$ cat config.mk
export PLATFORM = sky130hd
export DESIGN_NAME = fwa_alert_top
export DESIGN_NICKNAME = d
export VERILOG_FILES = /design/src/rtl/fwa_pkg.sv /design/src/rtl/fwa_sync.sv /design/src/rtl/fwa_ara.sv /design/src/rtl/fwa_alert_top.sv
export SDC_FILE = /design/constraint.sdc
export NUM_CORES = 1
export LEC_CHECK = 0
export ABC_CLOCK_PERIOD_IN_PS = 3350
export BUFFER_PORTS_ARGS = -buffer_cell sky130_fd_sc_hd__buf_2
export CORE_AREA = 2 2 100 102
export DETAILED_ROUTE_END_ITERATION = 12
export DIE_AREA = 0 0 102 104
export HOLD_SLACK_MARGIN = 0.15
export PLACE_DENSITY = 0.84
export SLEW_MARGIN = 20
export SYNTH_ARGS = -nofsm -noshare
export SYNTH_HDL_FRONTEND = slang
export SYNTH_HIERARCHICAL = 1
export SYNTH_SLANG_ARGS = --single-unit
$ cat constraint.sdc
create_clock -name clk_in -period 3.35 [get_ports clk_in]
set_clock_uncertainty 0.15 [all_clocks]
set_input_delay 0.335 -clock clk_in [delete_from_list [all_inputs] [get_ports clk_in]]
set_output_delay 0.335 -clock clk_in [all_outputs]
set_load 0.01 [all_outputs]
$ cat src/rtl/fwa_pkg.sv
package fwa_pkg;

  // ------------------------------------------------------------
  // Register port geometry and map
  // ------------------------------------------------------------
  localparam int ADDR_W = 4;
  localparam int DATA_W = 16;
  localparam logic [ADDR_W-1:0] REG_CMD = 4'h0;
  localparam logic [ADDR_W-1:0] REG_CTRL = 4'h1;
  localparam logic [ADDR_W-1:0] REG_CFG = 4'h2;
  localparam logic [ADDR_W-1:0] REG_THR = 4'h3;
  localparam logic [ADDR_W-1:0] REG_STAT = 4'h4;
  localparam logic [ADDR_W-1:0] REG_ADDR = 4'h5;
  localparam logic [ADDR_W-1:0] REG_FLAG = 4'h6;

  // ------------------------------------------------------------
  // Command codes, field positions and reset values
  // ------------------------------------------------------------
  localparam logic [7:0] CMD_CLEAR_ALL = 8'h03;
  localparam int CTRL_ON_BIT = 7;
  localparam int CTRL_RUN_BIT = 0;
  localparam logic CTRL_ON_RESET = 1'h1;
  localparam logic CTRL_RUN_RESET = 1'h0;
  localparam int CFG_INV_BIT = 15;
  localparam int THR_W = 12;
  localparam logic [DATA_W-1:0] CFG_RESET = 16'h1000;
  localparam logic [THR_W-1:0] THR_RESET = 12'h000;
  localparam logic [6:0] BUS_ADDR_RESET = 7'h10;
  localparam logic [6:0] ARA_ADDR = 7'h0c;
  localparam int SMB_BITS = 8;

  // ------------------------------------------------------------
  // Status sources: bit index in the status word
  // ------------------------------------------------------------
  localparam int NSRC = 13;
  localparam int NPIN = 5;
  localparam int IDX_VOUT_UV = 9;
  localparam int IDX_SW_HEALTH = 12;
  localparam logic [NSRC-1:0] FAULT_MASK = 13'h0007;

  // Register port request
  typedef struct packed {
    logic [ADDR_W-1:0] addr;
    logic [DATA_W-1:0] data;
    logic wr;
    logic rd;
  } fwa_bus_t;

  // Warning conditions from the monitor and bus engine
  typedef struct packed {
    logic switch_health_warning;
    logic input_power_warning;
    logic vout_high;
    logic vin_high;
    logic vin_low;
    logic iout_second;
    logic iout_high;
    logic regulation_timer_active;
    logic comm_error_warning;
  } fwa_warn_t;

  // One output voltage sample from the converter
  typedef struct packed {
    logic valid;
    logic [THR_W-1:0] code;
  } fwa_sample_t;

  typedef enum logic [4:0] {
    ST_IDLE = 5'h01,
    ST_ADDR = 5'h02,
    ST_ACK = 5'h04,
    ST_DATA = 5'h08,
    ST_NACK = 5'h10
  } fwa_ara_state_t;

endpackage

$ cat src/rtl/fwa_sync.sv
module fwa_sync #(
  parameter int W = 1
) (
  input wire logic clk_in,
  input wire logic rstn_in,
  input wire logic [W-1:0] d_in,
  output logic [W-1:0] q_out
);
  logic [W-1:0] meta;

  // Two-stage synchroniser, first stage read only by the second
  always_ff @(posedge clk_in or negedge rstn_in) begin
    if (!rstn_in) begin
      meta <= '0;
      q_out <= '0;
    end else begin
      meta <= d_in;
      q_out <= meta;
    end
  end
endmodule

$ cat src/rtl/fwa_ara.sv
module fwa_ara (
  input wire logic clk_in,
  input wire logic rstn_in,
  input wire logic scl_in,
  input wire logic sda_in,
  input wire logic [6:0] own_addr_in,
  input wire logic alert_in,
  output logic sda_oe_out,
  output logic win_out
);
  import fwa_pkg::*;

  fwa_ara_state_t state;
  logic scl_q;
  logic sda_q;
  logic [3:0] cnt;
  logic [7:0] shreg;
  logic [7:0] data;

  // ------------------------------------------------------------
  // Bus edge and condition detection
  // ------------------------------------------------------------
  wire scl_rise = scl_in && !scl_q;
  wire scl_fall = !scl_in && scl_q;
  wire start_c = scl_in && scl_q && sda_q && !sda_in;
  wire stop_c = scl_in && scl_q && !sda_q && sda_in;
  wire cnt_full = cnt == 4'(SMB_BITS);
  wire ara_hit = (shreg == {ARA_ADDR, 1'h1}) && alert_in;
  wire lose = scl_rise && data[7] && !sda_in;

  // Previous line levels for edge detection
  always_ff @(posedge clk_in or negedge rstn_in) begin
    if (!rstn_in) begin
      scl_q <= 1'h1;
      sda_q <= 1'h1;
    end else begin
      scl_q <= scl_in;
      sda_q <= sda_in;
    end
  end

  // Alert response: ack the read address, send own address, arbitrate
  always_ff @(posedge clk_in or negedge rstn_in) begin
    if (!rstn_in) begin
      state <= ST_IDLE;
      cnt <= 4'h0;
      shreg <= 8'h00;
      data <= 8'hff;
      sda_oe_out <= 1'h0;
      win_out <= 1'h0;
    end else begin
      win_out <= 1'h0;
      if (start_c) begin
        state <= ST_ADDR;
        cnt <= 4'h0;
        sda_oe_out <= 1'h0;
      end else if (stop_c) begin
        state <= ST_IDLE;
        sda_oe_out <= 1'h0;
      end else begin
        case (state)
          ST_IDLE: begin
            state <= ST_IDLE;
          end
          ST_ADDR: begin
            if (scl_rise) begin
              shreg <= {shreg[6:0], sda_in};
              cnt <= cnt + 4'h1;
            end else if (scl_fall && cnt_full) begin
              state <= ara_hit ? ST_ACK : ST_IDLE;
              sda_oe_out <= ara_hit;
            end
          end
          ST_ACK: begin
            if (scl_fall) begin
              state <= ST_DATA;
              data <= {own_addr_in, 1'h1};
              sda_oe_out <= !own_addr_in[6];
              cnt <= 4'h0;
            end
          end
          ST_DATA: begin
            if (lose) begin
              state <= ST_IDLE;
              sda_oe_out <= 1'h0;
            end else if (scl_rise) begin
              cnt <= cnt + 4'h1;
            end else if (scl_fall && cnt_full) begin
              state <= ST_NACK;
              sda_oe_out <= 1'h0;
              win_out <= 1'h1;
            end else if (scl_fall) begin
              data <= {data[6:0], 1'h1};
              sda_oe_out <= !data[6];
            end
          end
          ST_NACK: begin
            if (scl_fall) begin
              state <= ST_IDLE;
            end
          end
          default: begin
            state <= ST_IDLE;
          end
        endcase
      end
    end
  end
endmodule

$ cat src/rtl/fwa_alert_top.sv
// The implementer's own choices: strobed register access and the register addresses.
module fwa_alert_top (
  input wire logic clk_in,
  input wire logic rstn_in,
  input wire fwa_pkg::fwa_bus_t bus_in,
  output logic [fwa_pkg::DATA_W-1:0] rd_data_out,
  input wire logic uv_pin_in,
  input wire logic ov_pin_in,
  input wire logic oc_timeout_in,
  input wire fwa_pkg::fwa_warn_t warn_in,
  input wire fwa_pkg::fwa_sample_t vout_in,
  input wire logic scl_in,
  input wire logic sda_in,
  output logic sda_out,
  output logic sda_oe_out,
  output logic alert_output_pin_out,
  output logic alert_output_pin_oe_out,
  output logic hs_on_out
);
  import fwa_pkg::*;

  // ------------------------------------------------------------
  // State
  // ------------------------------------------------------------
  logic [NPIN-1:0] pin_sync;
  logic op_on;
  logic mon_run;
  logic [DATA_W-1:0] cfg;
  logic [THR_W-1:0] thr;
  logic [6:0] bus_addr;
  logic [NSRC-1:0] status;
  logic alert_act;
  logic od_low;
  logic ara_win;

  // Write strobe decode, used for every writable register
  function automatic logic hit(input fwa_bus_t b,
                               input logic [ADDR_W-1:0] a);
    return b.wr && (b.addr == a);
  endfunction

  // Fault pins and bus lines come from outside the clock domain
  fwa_sync #(.W(NPIN)) u_sync (
    .clk_in(clk_in),
    .rstn_in(rstn_in),
    .d_in({sda_in, scl_in, oc_timeout_in, ov_pin_in, uv_pin_in}),
    .q_out(pin_sync)
  );

  // Alert response responder on the two-wire bus
  fwa_ara u_ara (
    .clk_in(clk_in),
    .rstn_in(rstn_in),
    .scl_in(pin_sync[3]),
    .sda_in(pin_sync[4]),
    .own_addr_in(bus_addr),
    .alert_in(alert_act),
    .sda_oe_out(sda_oe_out),
    .win_out(ara_win)
  );

  // ------------------------------------------------------------
  // Command and write decode
  // ------------------------------------------------------------
  wire clr_cmd = hit(bus_in, REG_CMD)
    && (bus_in.data[7:0] == CMD_CLEAR_ALL);
  wire ctrl_wr = hit(bus_in, REG_CTRL);
  wire cycle_on = ctrl_wr && bus_in.data[CTRL_ON_BIT] && !op_on;
  wire clr_all = clr_cmd || cycle_on;
  wire inv = cfg[CFG_INV_BIT];

  // ------------------------------------------------------------
  // Status sources and latching
  // ------------------------------------------------------------
  // Output undervoltage compare only while sampling runs
  wire vout_low = mon_run && vout_in.valid
    && (vout_in.code < thr);
  wire [NSRC-1:0] cond = {
    warn_in.switch_health_warning,
    warn_in.input_power_warning,
    warn_in.vout_high,
    vout_low,
    warn_in.vin_high,
    warn_in.vin_low,
    warn_in.iout_second,
    warn_in.iout_high,
    warn_in.regulation_timer_active,
    warn_in.comm_error_warning,
    pin_sync[2:0]
  };
  // Set wins over clear; clear only drops bits whose cause is gone
  wire [NSRC-1:0] next_status = cond
    | (status & ~{NSRC{clr_all}});
  // Rising enabled bits only; an already set bit cannot retrigger
  wire [NSRC-1:0] rise = next_status & ~status
    & cfg[NSRC-1:0];
  wire next_alert = (|rise)
    || (alert_act && !clr_all && !ara_win);
  wire next_op_on = ctrl_wr ? bus_in.data[CTRL_ON_BIT] : op_on;
  // Only the fault bits gate the output; warnings never do
  wire next_hs_on = next_op_on
    && !(|(next_status & FAULT_MASK));

  // ------------------------------------------------------------
  // Read path
  // ------------------------------------------------------------
  wire [DATA_W-1:0] ctrl_rd = DATA_W'({op_on, 6'h00, mon_run});
  wire [DATA_W-1:0] stat_rd = DATA_W'(status);
  wire [DATA_W-1:0] flag_rd = DATA_W'({hs_on_out, alert_act});
  wire [DATA_W-1:0] rd_mux =
    (bus_in.addr == REG_CTRL) ? ctrl_rd :
    (bus_in.addr == REG_CFG) ? cfg :
    (bus_in.addr == REG_THR) ? DATA_W'(thr) :
    (bus_in.addr == REG_STAT) ? stat_rd :
    (bus_in.addr == REG_ADDR) ? DATA_W'(bus_addr) :
    (bus_in.addr == REG_FLAG) ? flag_rd : '0;

  // Read data stands one cycle after the strobe, zero otherwise
  always_ff @(posedge clk_in or negedge rstn_in) begin
    if (!rstn_in) begin
      rd_data_out <= '0;
    end else begin
      rd_data_out <= bus_in.rd ? rd_mux : '0;
    end
  end

  // ------------------------------------------------------------
  // Configuration registers
  // ------------------------------------------------------------
  // Output control and monitor run
  always_ff @(posedge clk_in or negedge rstn_in) begin
    if (!rstn_in) begin
      op_on <= CTRL_ON_RESET;
      mon_run <= CTRL_RUN_RESET;
    end else if (ctrl_wr) begin
      op_on <= bus_in.data[CTRL_ON_BIT];
      mon_run <= bus_in.data[CTRL_RUN_BIT];
    end
  end

  // Alert enables and inversion, switch health enabled at reset
  always_ff @(posedge clk_in or negedge rstn_in) begin
    if (!rstn_in) begin
      cfg <= CFG_RESET;
    end else if (hit(bus_in, REG_CFG)) begin
      cfg <= bus_in.data;
    end
  end

  // Low threshold for the output voltage and own bus address
  always_ff @(posedge clk_in or negedge rstn_in) begin
    if (!rstn_in) begin
      thr <= THR_RESET;
      bus_addr <= BUS_ADDR_RESET;
    end else begin
      if (hit(bus_in, REG_THR)) begin
        thr <= bus_in.data[THR_W-1:0];
      end
      if (hit(bus_in, REG_ADDR)) begin
        bus_addr <= bus_in.data[6:0];
      end
    end
  end

  // ------------------------------------------------------------
  // Status, alert and output state
  // ------------------------------------------------------------
  always_ff @(posedge clk_in or negedge rstn_in) begin
    if (!rstn_in) begin
      status <= '0;
      alert_act <= 1'h0;
      hs_on_out <= 1'h0;
    end else begin
      status <= next_status;
      alert_act <= next_alert;
      hs_on_out <= next_hs_on;
    end
  end

  // Open-drain pins: only ever pull low, released from reset
  always_ff @(posedge clk_in or negedge rstn_in) begin
    if (!rstn_in) begin
      od_low <= 1'h0;
      alert_output_pin_oe_out <= 1'h0;
    end else begin
      od_low <= 1'h0;
      alert_output_pin_oe_out <= alert_act ^ inv;
    end
  end
  assign alert_output_pin_out = od_low;
  assign sda_out = od_low;
endmodule

---- Yosys cells after proc, flatten, opt, wreduce, memory -nomap -nowiden ----
Index checks and enable logic that the tools add are counted.
word-level totals
  flip-flop bits (word level) ............. 108
  input bits .............................. 51
  output and inout port bits .............. 21
cells by class
  add/sub/neg operators ................... 1
  order comparisons ....................... 1
  equality and inequality tests ........... 28
  muxes and demuxes ....................... 47
  bitwise gates (word level) .............. 9
  reductions and logical operators ........ 47
operators with widths
  kind                                            number
  two-way mux 16 bit                              3
  two-way mux 5 bit                               9
  two-way mux 8 bit                               5
  AND 13 bit                                      3
  two-way mux 13 bit                              2
  inverter 13 bit                                 2
  logical AND 1 bit                               24
  two-way mux 4 bit                               5
  one-hot mux 5 bit (4 select lines)              1
  two-way mux 1 bit                               16
  one-hot mux 8 bit (2 select lines)              1
  bitwise OR 13 bit                               1
  OR reduction 13 bit                             1
  == test 4 x 3 -> 1 bit (second input constant)  3
  < comparator 12 bit                             1
  != test 4 x 1 -> 1 bit (second input constant)  3
  one-hot mux 4 bit (3 select lines)              1
  AND reduction 6 bit                             2
  logical NOT 1 bit                               10
  == test 4 x 2 -> 1 bit (second input constant)  2
  == test 8 x 2 -> 1 bit (second input constant)  1
  == test 8 x 5 -> 1 bit (second input constant)  1
  AND reduction 4 bit                             2
  AND reduction 8 bit                             1
  27 further kinds                                33

---- Longest topological paths before layout ----
  depth after elaboration ................. 12
  gate-level depth with buffers ........... 8
  gate-level depth less buffers ........... 7

---- By module ----
The synthesis kept the hierarchy.
modules (own cells, without submodules)
  module         times used  cells each  area an instance (µm²)
  fwa_alert_top  1           297         3310.7
  fwa_ara        1           140         1511.4
  fwa_sync       1           10          250.2

---- Least setup slack after synthesis ----
No wires, ideal clock.
  path kind ............................... reg2reg
  start point ............................. register u_ara.scl_q
  end point ............................... register u_ara.sda_oe_out
  setup time .............................. 134 ps
  arrival time ............................ 1746 ps
  path slack .............................. 1321 ps
  stages on the path, launching flop included .. 7
  path buffers ............................ 1
  period minus slack after synthesis ...... 2029 ps
  path through ............................ dfstp_2 -> buf_2 -> and4bb_2 -> or4_4 -> o221ai_2 -> nand3b_1 -> o32ai_1
on the way
  word-level cells in the longest chain between the ends .. 8
  elaborated cells on any way between the ends .. 24
RTL lines
  item                                                           RTL line                                     text
  start, declared                                                fwa_ara.sv:14                                logic scl_q;
  start signal, assigned                                         fwa_ara.sv:37                                scl_q <= scl_in;
  logical AND 1 bit / logical NOT 1 bit (equally long branches)  fwa_ara.sv:24, fwa_ara.sv:23
  logical AND 1 bit (on tied branches)                           fwa_ara.sv:69, fwa_ara.sv:88, fwa_ara.sv:23
  two-way mux 1 bit / logical AND 1 bit (equally long branches)  fwa_ara.sv:88, fwa_ara.sv:29
  two-way mux 1 bit / logical AND 1 bit (equally long branches)  fwa_ara.sv:86, fwa_ara.sv:29
  two-way mux 1 bit                                              fwa_ara.sv:83                                if (lose) begin
  one-hot mux 1 bit (3 select lines)                             fwa_ara.sv:61                                case (state)
  two-way mux 1 bit                                              fwa_ara.sv:57                                end else if (stop_c) begin
  two-way mux 1 bit                                              fwa_ara.sv:53                                if (start_c) begin
  end signal, assigned                                           fwa_ara.sv:71                                sda_oe_out <= ara_hit;
  end signal, assigned                                           fwa_ara.sv:78                                sda_oe_out <= !own_addr_in[6];
  end signal, assigned                                           fwa_ara.sv:94                                sda_oe_out <= !data[6];
  end, declared                                                  fwa_ara.sv:8                                 output logic sda_oe_out,
Several ways; a longest one is shown, not always the timed one. The select of a mux whose other input is x is not followed.
A chain may end at the register's enable or synchronous reset.

---- Worst setup path after layout ----
  start point ............................. input bus_in[7] (netlist name)
  end point ............................... register alert_act
on the way
  word-level cells in the longest chain between the ends .. 10
  elaborated cells on any way between the ends .. 13
RTL lines
  item                        RTL line              text
  start, declared             fwa_alert_top.sv:5    input wire fwa_pkg::fwa_bus_t bus_in,
  == test 8 x 2 -> 1 bit (*)  fwa_alert_top.sv:66   && (bus_in.data[7:0] == CMD_CLEAR_ALL);
  logical AND 1 bit (*)       fwa_alert_top.sv:66
  logical OR 1 bit (*)        fwa_alert_top.sv:69   wire clr_all = clr_cmd || cycle_on;
  inverter 13 bit             fwa_alert_top.sv:93   | (status & ~{NSRC{clr_all}});
  AND 13 bit                  fwa_alert_top.sv:93
  bitwise OR 13 bit           fwa_alert_top.sv:93
  AND 13 bit                  fwa_alert_top.sv:95   wire [NSRC-1:0] rise = next_status & ~status
  AND 13 bit                  fwa_alert_top.sv:96   & cfg[NSRC-1:0];
  OR reduction 13 bit         fwa_alert_top.sv:97   wire next_alert = (|rise)
  logical OR 1 bit (*)        fwa_alert_top.sv:98   || (alert_act && !clr_all && !ara_win);
  via next_alert              fwa_alert_top.sv:97
  end signal, assigned        fwa_alert_top.sv:175  alert_act <= next_alert;
  end, declared               fwa_alert_top.sv:32   logic alert_act;
Mark *: on every way through the listed nets, which the timed path passes. The rest lies on a longest branch.

==> flow_metrics.env <==
export IMPL_total_power_mw=2.72
export IMPL_clock_path_buffers=2
export IMPL_holdPathStages=0
export IMPL_hold_violations=0
export IMPL_first_iter_violations=245
export IMPL_cts_max_level=3
export IMPL_num_vias=3915
export IMPL_p_per_area_mw_per_mm2=450
export IMPL_startpoint_type="input pin"
export IMPL_netlist_cell_type_count=69
export IMPL_status="finished, final reports clean"
export IMPL_fp_dieH_um=104
export IMPL_end_kind="flop"
export IMPL_area_growth_synth_to_final_pct=19.4
export IMPL_coreArea_mm2=0.00955
export IMPL_fin_setup_tns_ns=0
export IMPL_drtAntennaViolNets=0
export IMPL_max_vdd_ir_drop_uv=249
export IMPL_cts_clk_slew_worst_paths_ns=0.10
export IMPL_cap_violations=0
export IMPL_synth_yosys_warnings=6
export IMPL_fin_nets=612
export IMPL_maxSlewViolCount=0
export IMPL_cts_root_buf="clkbuf_8"
export IMPL_io_buffers=69
export IMPL_tightest_slew_ns=0.835
export IMPL_die_w_um=102
export IMPL_netlist_area_leader_share_pct=46.4
export IMPL_slew_headroom_pct=44.3
export IMPL_yosysSeqAreaShare_pct=53.1
export IMPL_cts_inserted_buffers=9
export IMPL_rsz0062_at_grt="false"
export IMPL_clock_sinks=107
export IMPL_ys_top_cells_by_count="94 x dfrtp_1, 38 x nand2_1, 32 x mux2_2, 22 x o21ai_0"
export IMPL_dp_hpwl_um=8530
export IMPL_synth_most_common_cell="dfrtp_1"
export IMPL_start_util_pct=53.1
export IMPL_grt_start_max_net_pins=58
export IMPL_synth_avg_cell_area_um2=11.3
export IMPL_post_drt_wl_per_cell_um=17.0
export IMPL_post_route_drc_count=0
export IMPL_synthArstFlopShare_pct=100
export IMPL_path_max_fanout=15
export IMPL_clk_insertion_delay_late_ns=0.37
export IMPL_yosys_area_top_type="dfrtp_1"
export IMPL_fillers=770
export IMPL_ys_flop_type="dfrtp_1"
export IMPL_period_needed_ns=2.32
export IMPL_synth_edf_count=0
export IMPL_tritoncts="done"
export IMPL_antenna_found_initial=0
export IMPL_fmax_mhz=431
export IMPL_hold_class="flop to flop"
export IMPL_grt_pass1_vias=3903
export IMPL_ys_seq_elements=107
export IMPL_pin_count=72
export IMPL_criticalPathCategory="input pin to flop"
export IMPL_fin_crit_sh_pct=69.3
export IMPL_syn_cell_area_mm2=0.00507
export IMPL_setup_viol=0
export IMPL_ys_top_cells_by_area="dfrtp_1 46%, mux2_2 7.1%, dfstp_2 6.7%"
export IMPL_drive_gt1_share_pct=26.6
export IMPL_die_area_mm2=0.0106
export IMPL_leakagePower_nw=2.80
export IMPL_gr_total_overflow=0
export IMPL_grt_pass1_wl_um=19500
export IMPL_via_per_inst=5.71
export IMPL_synthCells=447
export IMPL_cts_resized=0
export IMPL_reg2regPathDepth=5
export IMPL_grt_usage_pct=23.4
export IMPL_wirelength_um=11700
export IMPL_arrival_ns=2.41
export IMPL_required_ns=3.44
export IMPL_diodes=0
export IMPL_rows=36
export IMPL_gp_congestion=0.934
export IMPL_dr_pass1_iters=4
==> metal layers <==
| layer | share of wire (%) | track usage [%] | vias to the layer above |
|---|---|---|---|
| met1 | 41 | 30.6 | 1957 |
| met2 | 53 | 40.2 | 121 |
| met3 | 4.4 | 3.09 | 20 |
| met5 | 0 | 0 | - |
| met4 | 1.5 | 7.43 | 0 |
| li1 | - | - | 1817 |
==> state kept, by name (all words and copies together), names as in the netlist, 7 cells and up <==
name         count
rd_data_out     16
status          13
bus_addr         7
u_ara/shreg      8
u_ara/data       7
thr             12
cfg             16
==> path summary, 6_finish.rpt <==
path                           startpoint         endpoint  slack [ns]
min in group asynchronous         rstn_in           thr[5]        0.40
min                        u_sync/meta[1]  u_sync/q_out[1]        0.21
max in group asynchronous         rstn_in    u_ara/data[2]        1.79
max                             bus_in[7]        alert_act        1.03
min reg2reg                u_sync/meta[1]  u_sync/q_out[1]        0.21
max reg2reg                   u_ara/scl_q     u_ara/cnt[3]        1.07
==> worst max-delay path, cell delays in order <==
cell and delay [ns]:
dlygate4sd3_1 0.54, buf_2 0.15, or4_1 0.54, o41ai_2 0.31
nand2_2 0.27, nand3b_1 0.17, o311ai_1 0.10
==> stage by stage <==
step	cells	cell area (um^2)	utilization [%]	hold slack (ns)	worst slack, ns
4_1_cts	686	6050	63.4	0.193	1.03
5_1_grt	686	6050	63.4	0.214	0.870
2_1_floorplan	448	5080	-	-0.111	1.32
3_3_place_gp	636	5530	57.9	0.185	1.17
3_5_place_dp	636	5530	57.9	0.185	1.08
6_report	686	6050	63.4	0.206	1.03
==> cells by family after synthesis <==
kind of cell    share of synthesized area (%)
compound gates                           13.8
xor+xnor                                0.345
fa+ha+maj                                3.21
buf+inv                                  3.23
flops                                    53.1
mux                                      11.2
other cells                            0.0739
simple gates                             15.0
==> final cells by class <==
type	count	area, um^2	share of cell area (%)
flip-flops and latches	107	2690	44.5
multi-input cells	303	2220	36.6
clock buffers	10	138	2.27
repair buffers	106	711	11.7
well taps	133	166	2.75
clock inverters	6	48.8	0.806
inverters	21	78.8	1.30
==> power breakdown <==
part | internal, mW | switching (mW) | leakage, nW
Sequential | 1.44 | 0.111 | 1.29
Clock | 0.297 | 0.434 | 0.0904
Combinational | 0.220 | 0.228 | 1.42
Total | 1.95 | 0.773 | 2.80
==> cells in the final DEF, fill, tap and decap left out, types with 8 or more instances in the layout <==
cell / instances
dfrtp_1: 94
buf_2: 68
nand2_1: 38
dlygate4sd3_1: 34
mux2_2: 32
o21ai_0: 22
inv_1: 21
nor2_1: 21
a21oi_1: 19
a21o_1: 14
mux2i_1: 13
ha_1: 13
dfstp_2: 13
clkbuf_8: 10
nand3_1: 9
a211oi_1: 8
nand3b_1: 8
==> timing repair <==
action | 4_1_cts | 5_1_grt
hold buffers | 34 | 0
hold endpoints to repair | 100 | 0
setup endpoints to repair | 0 | 0
buffers inserted | 0 | 0
(Power assumes the default switching activity.)
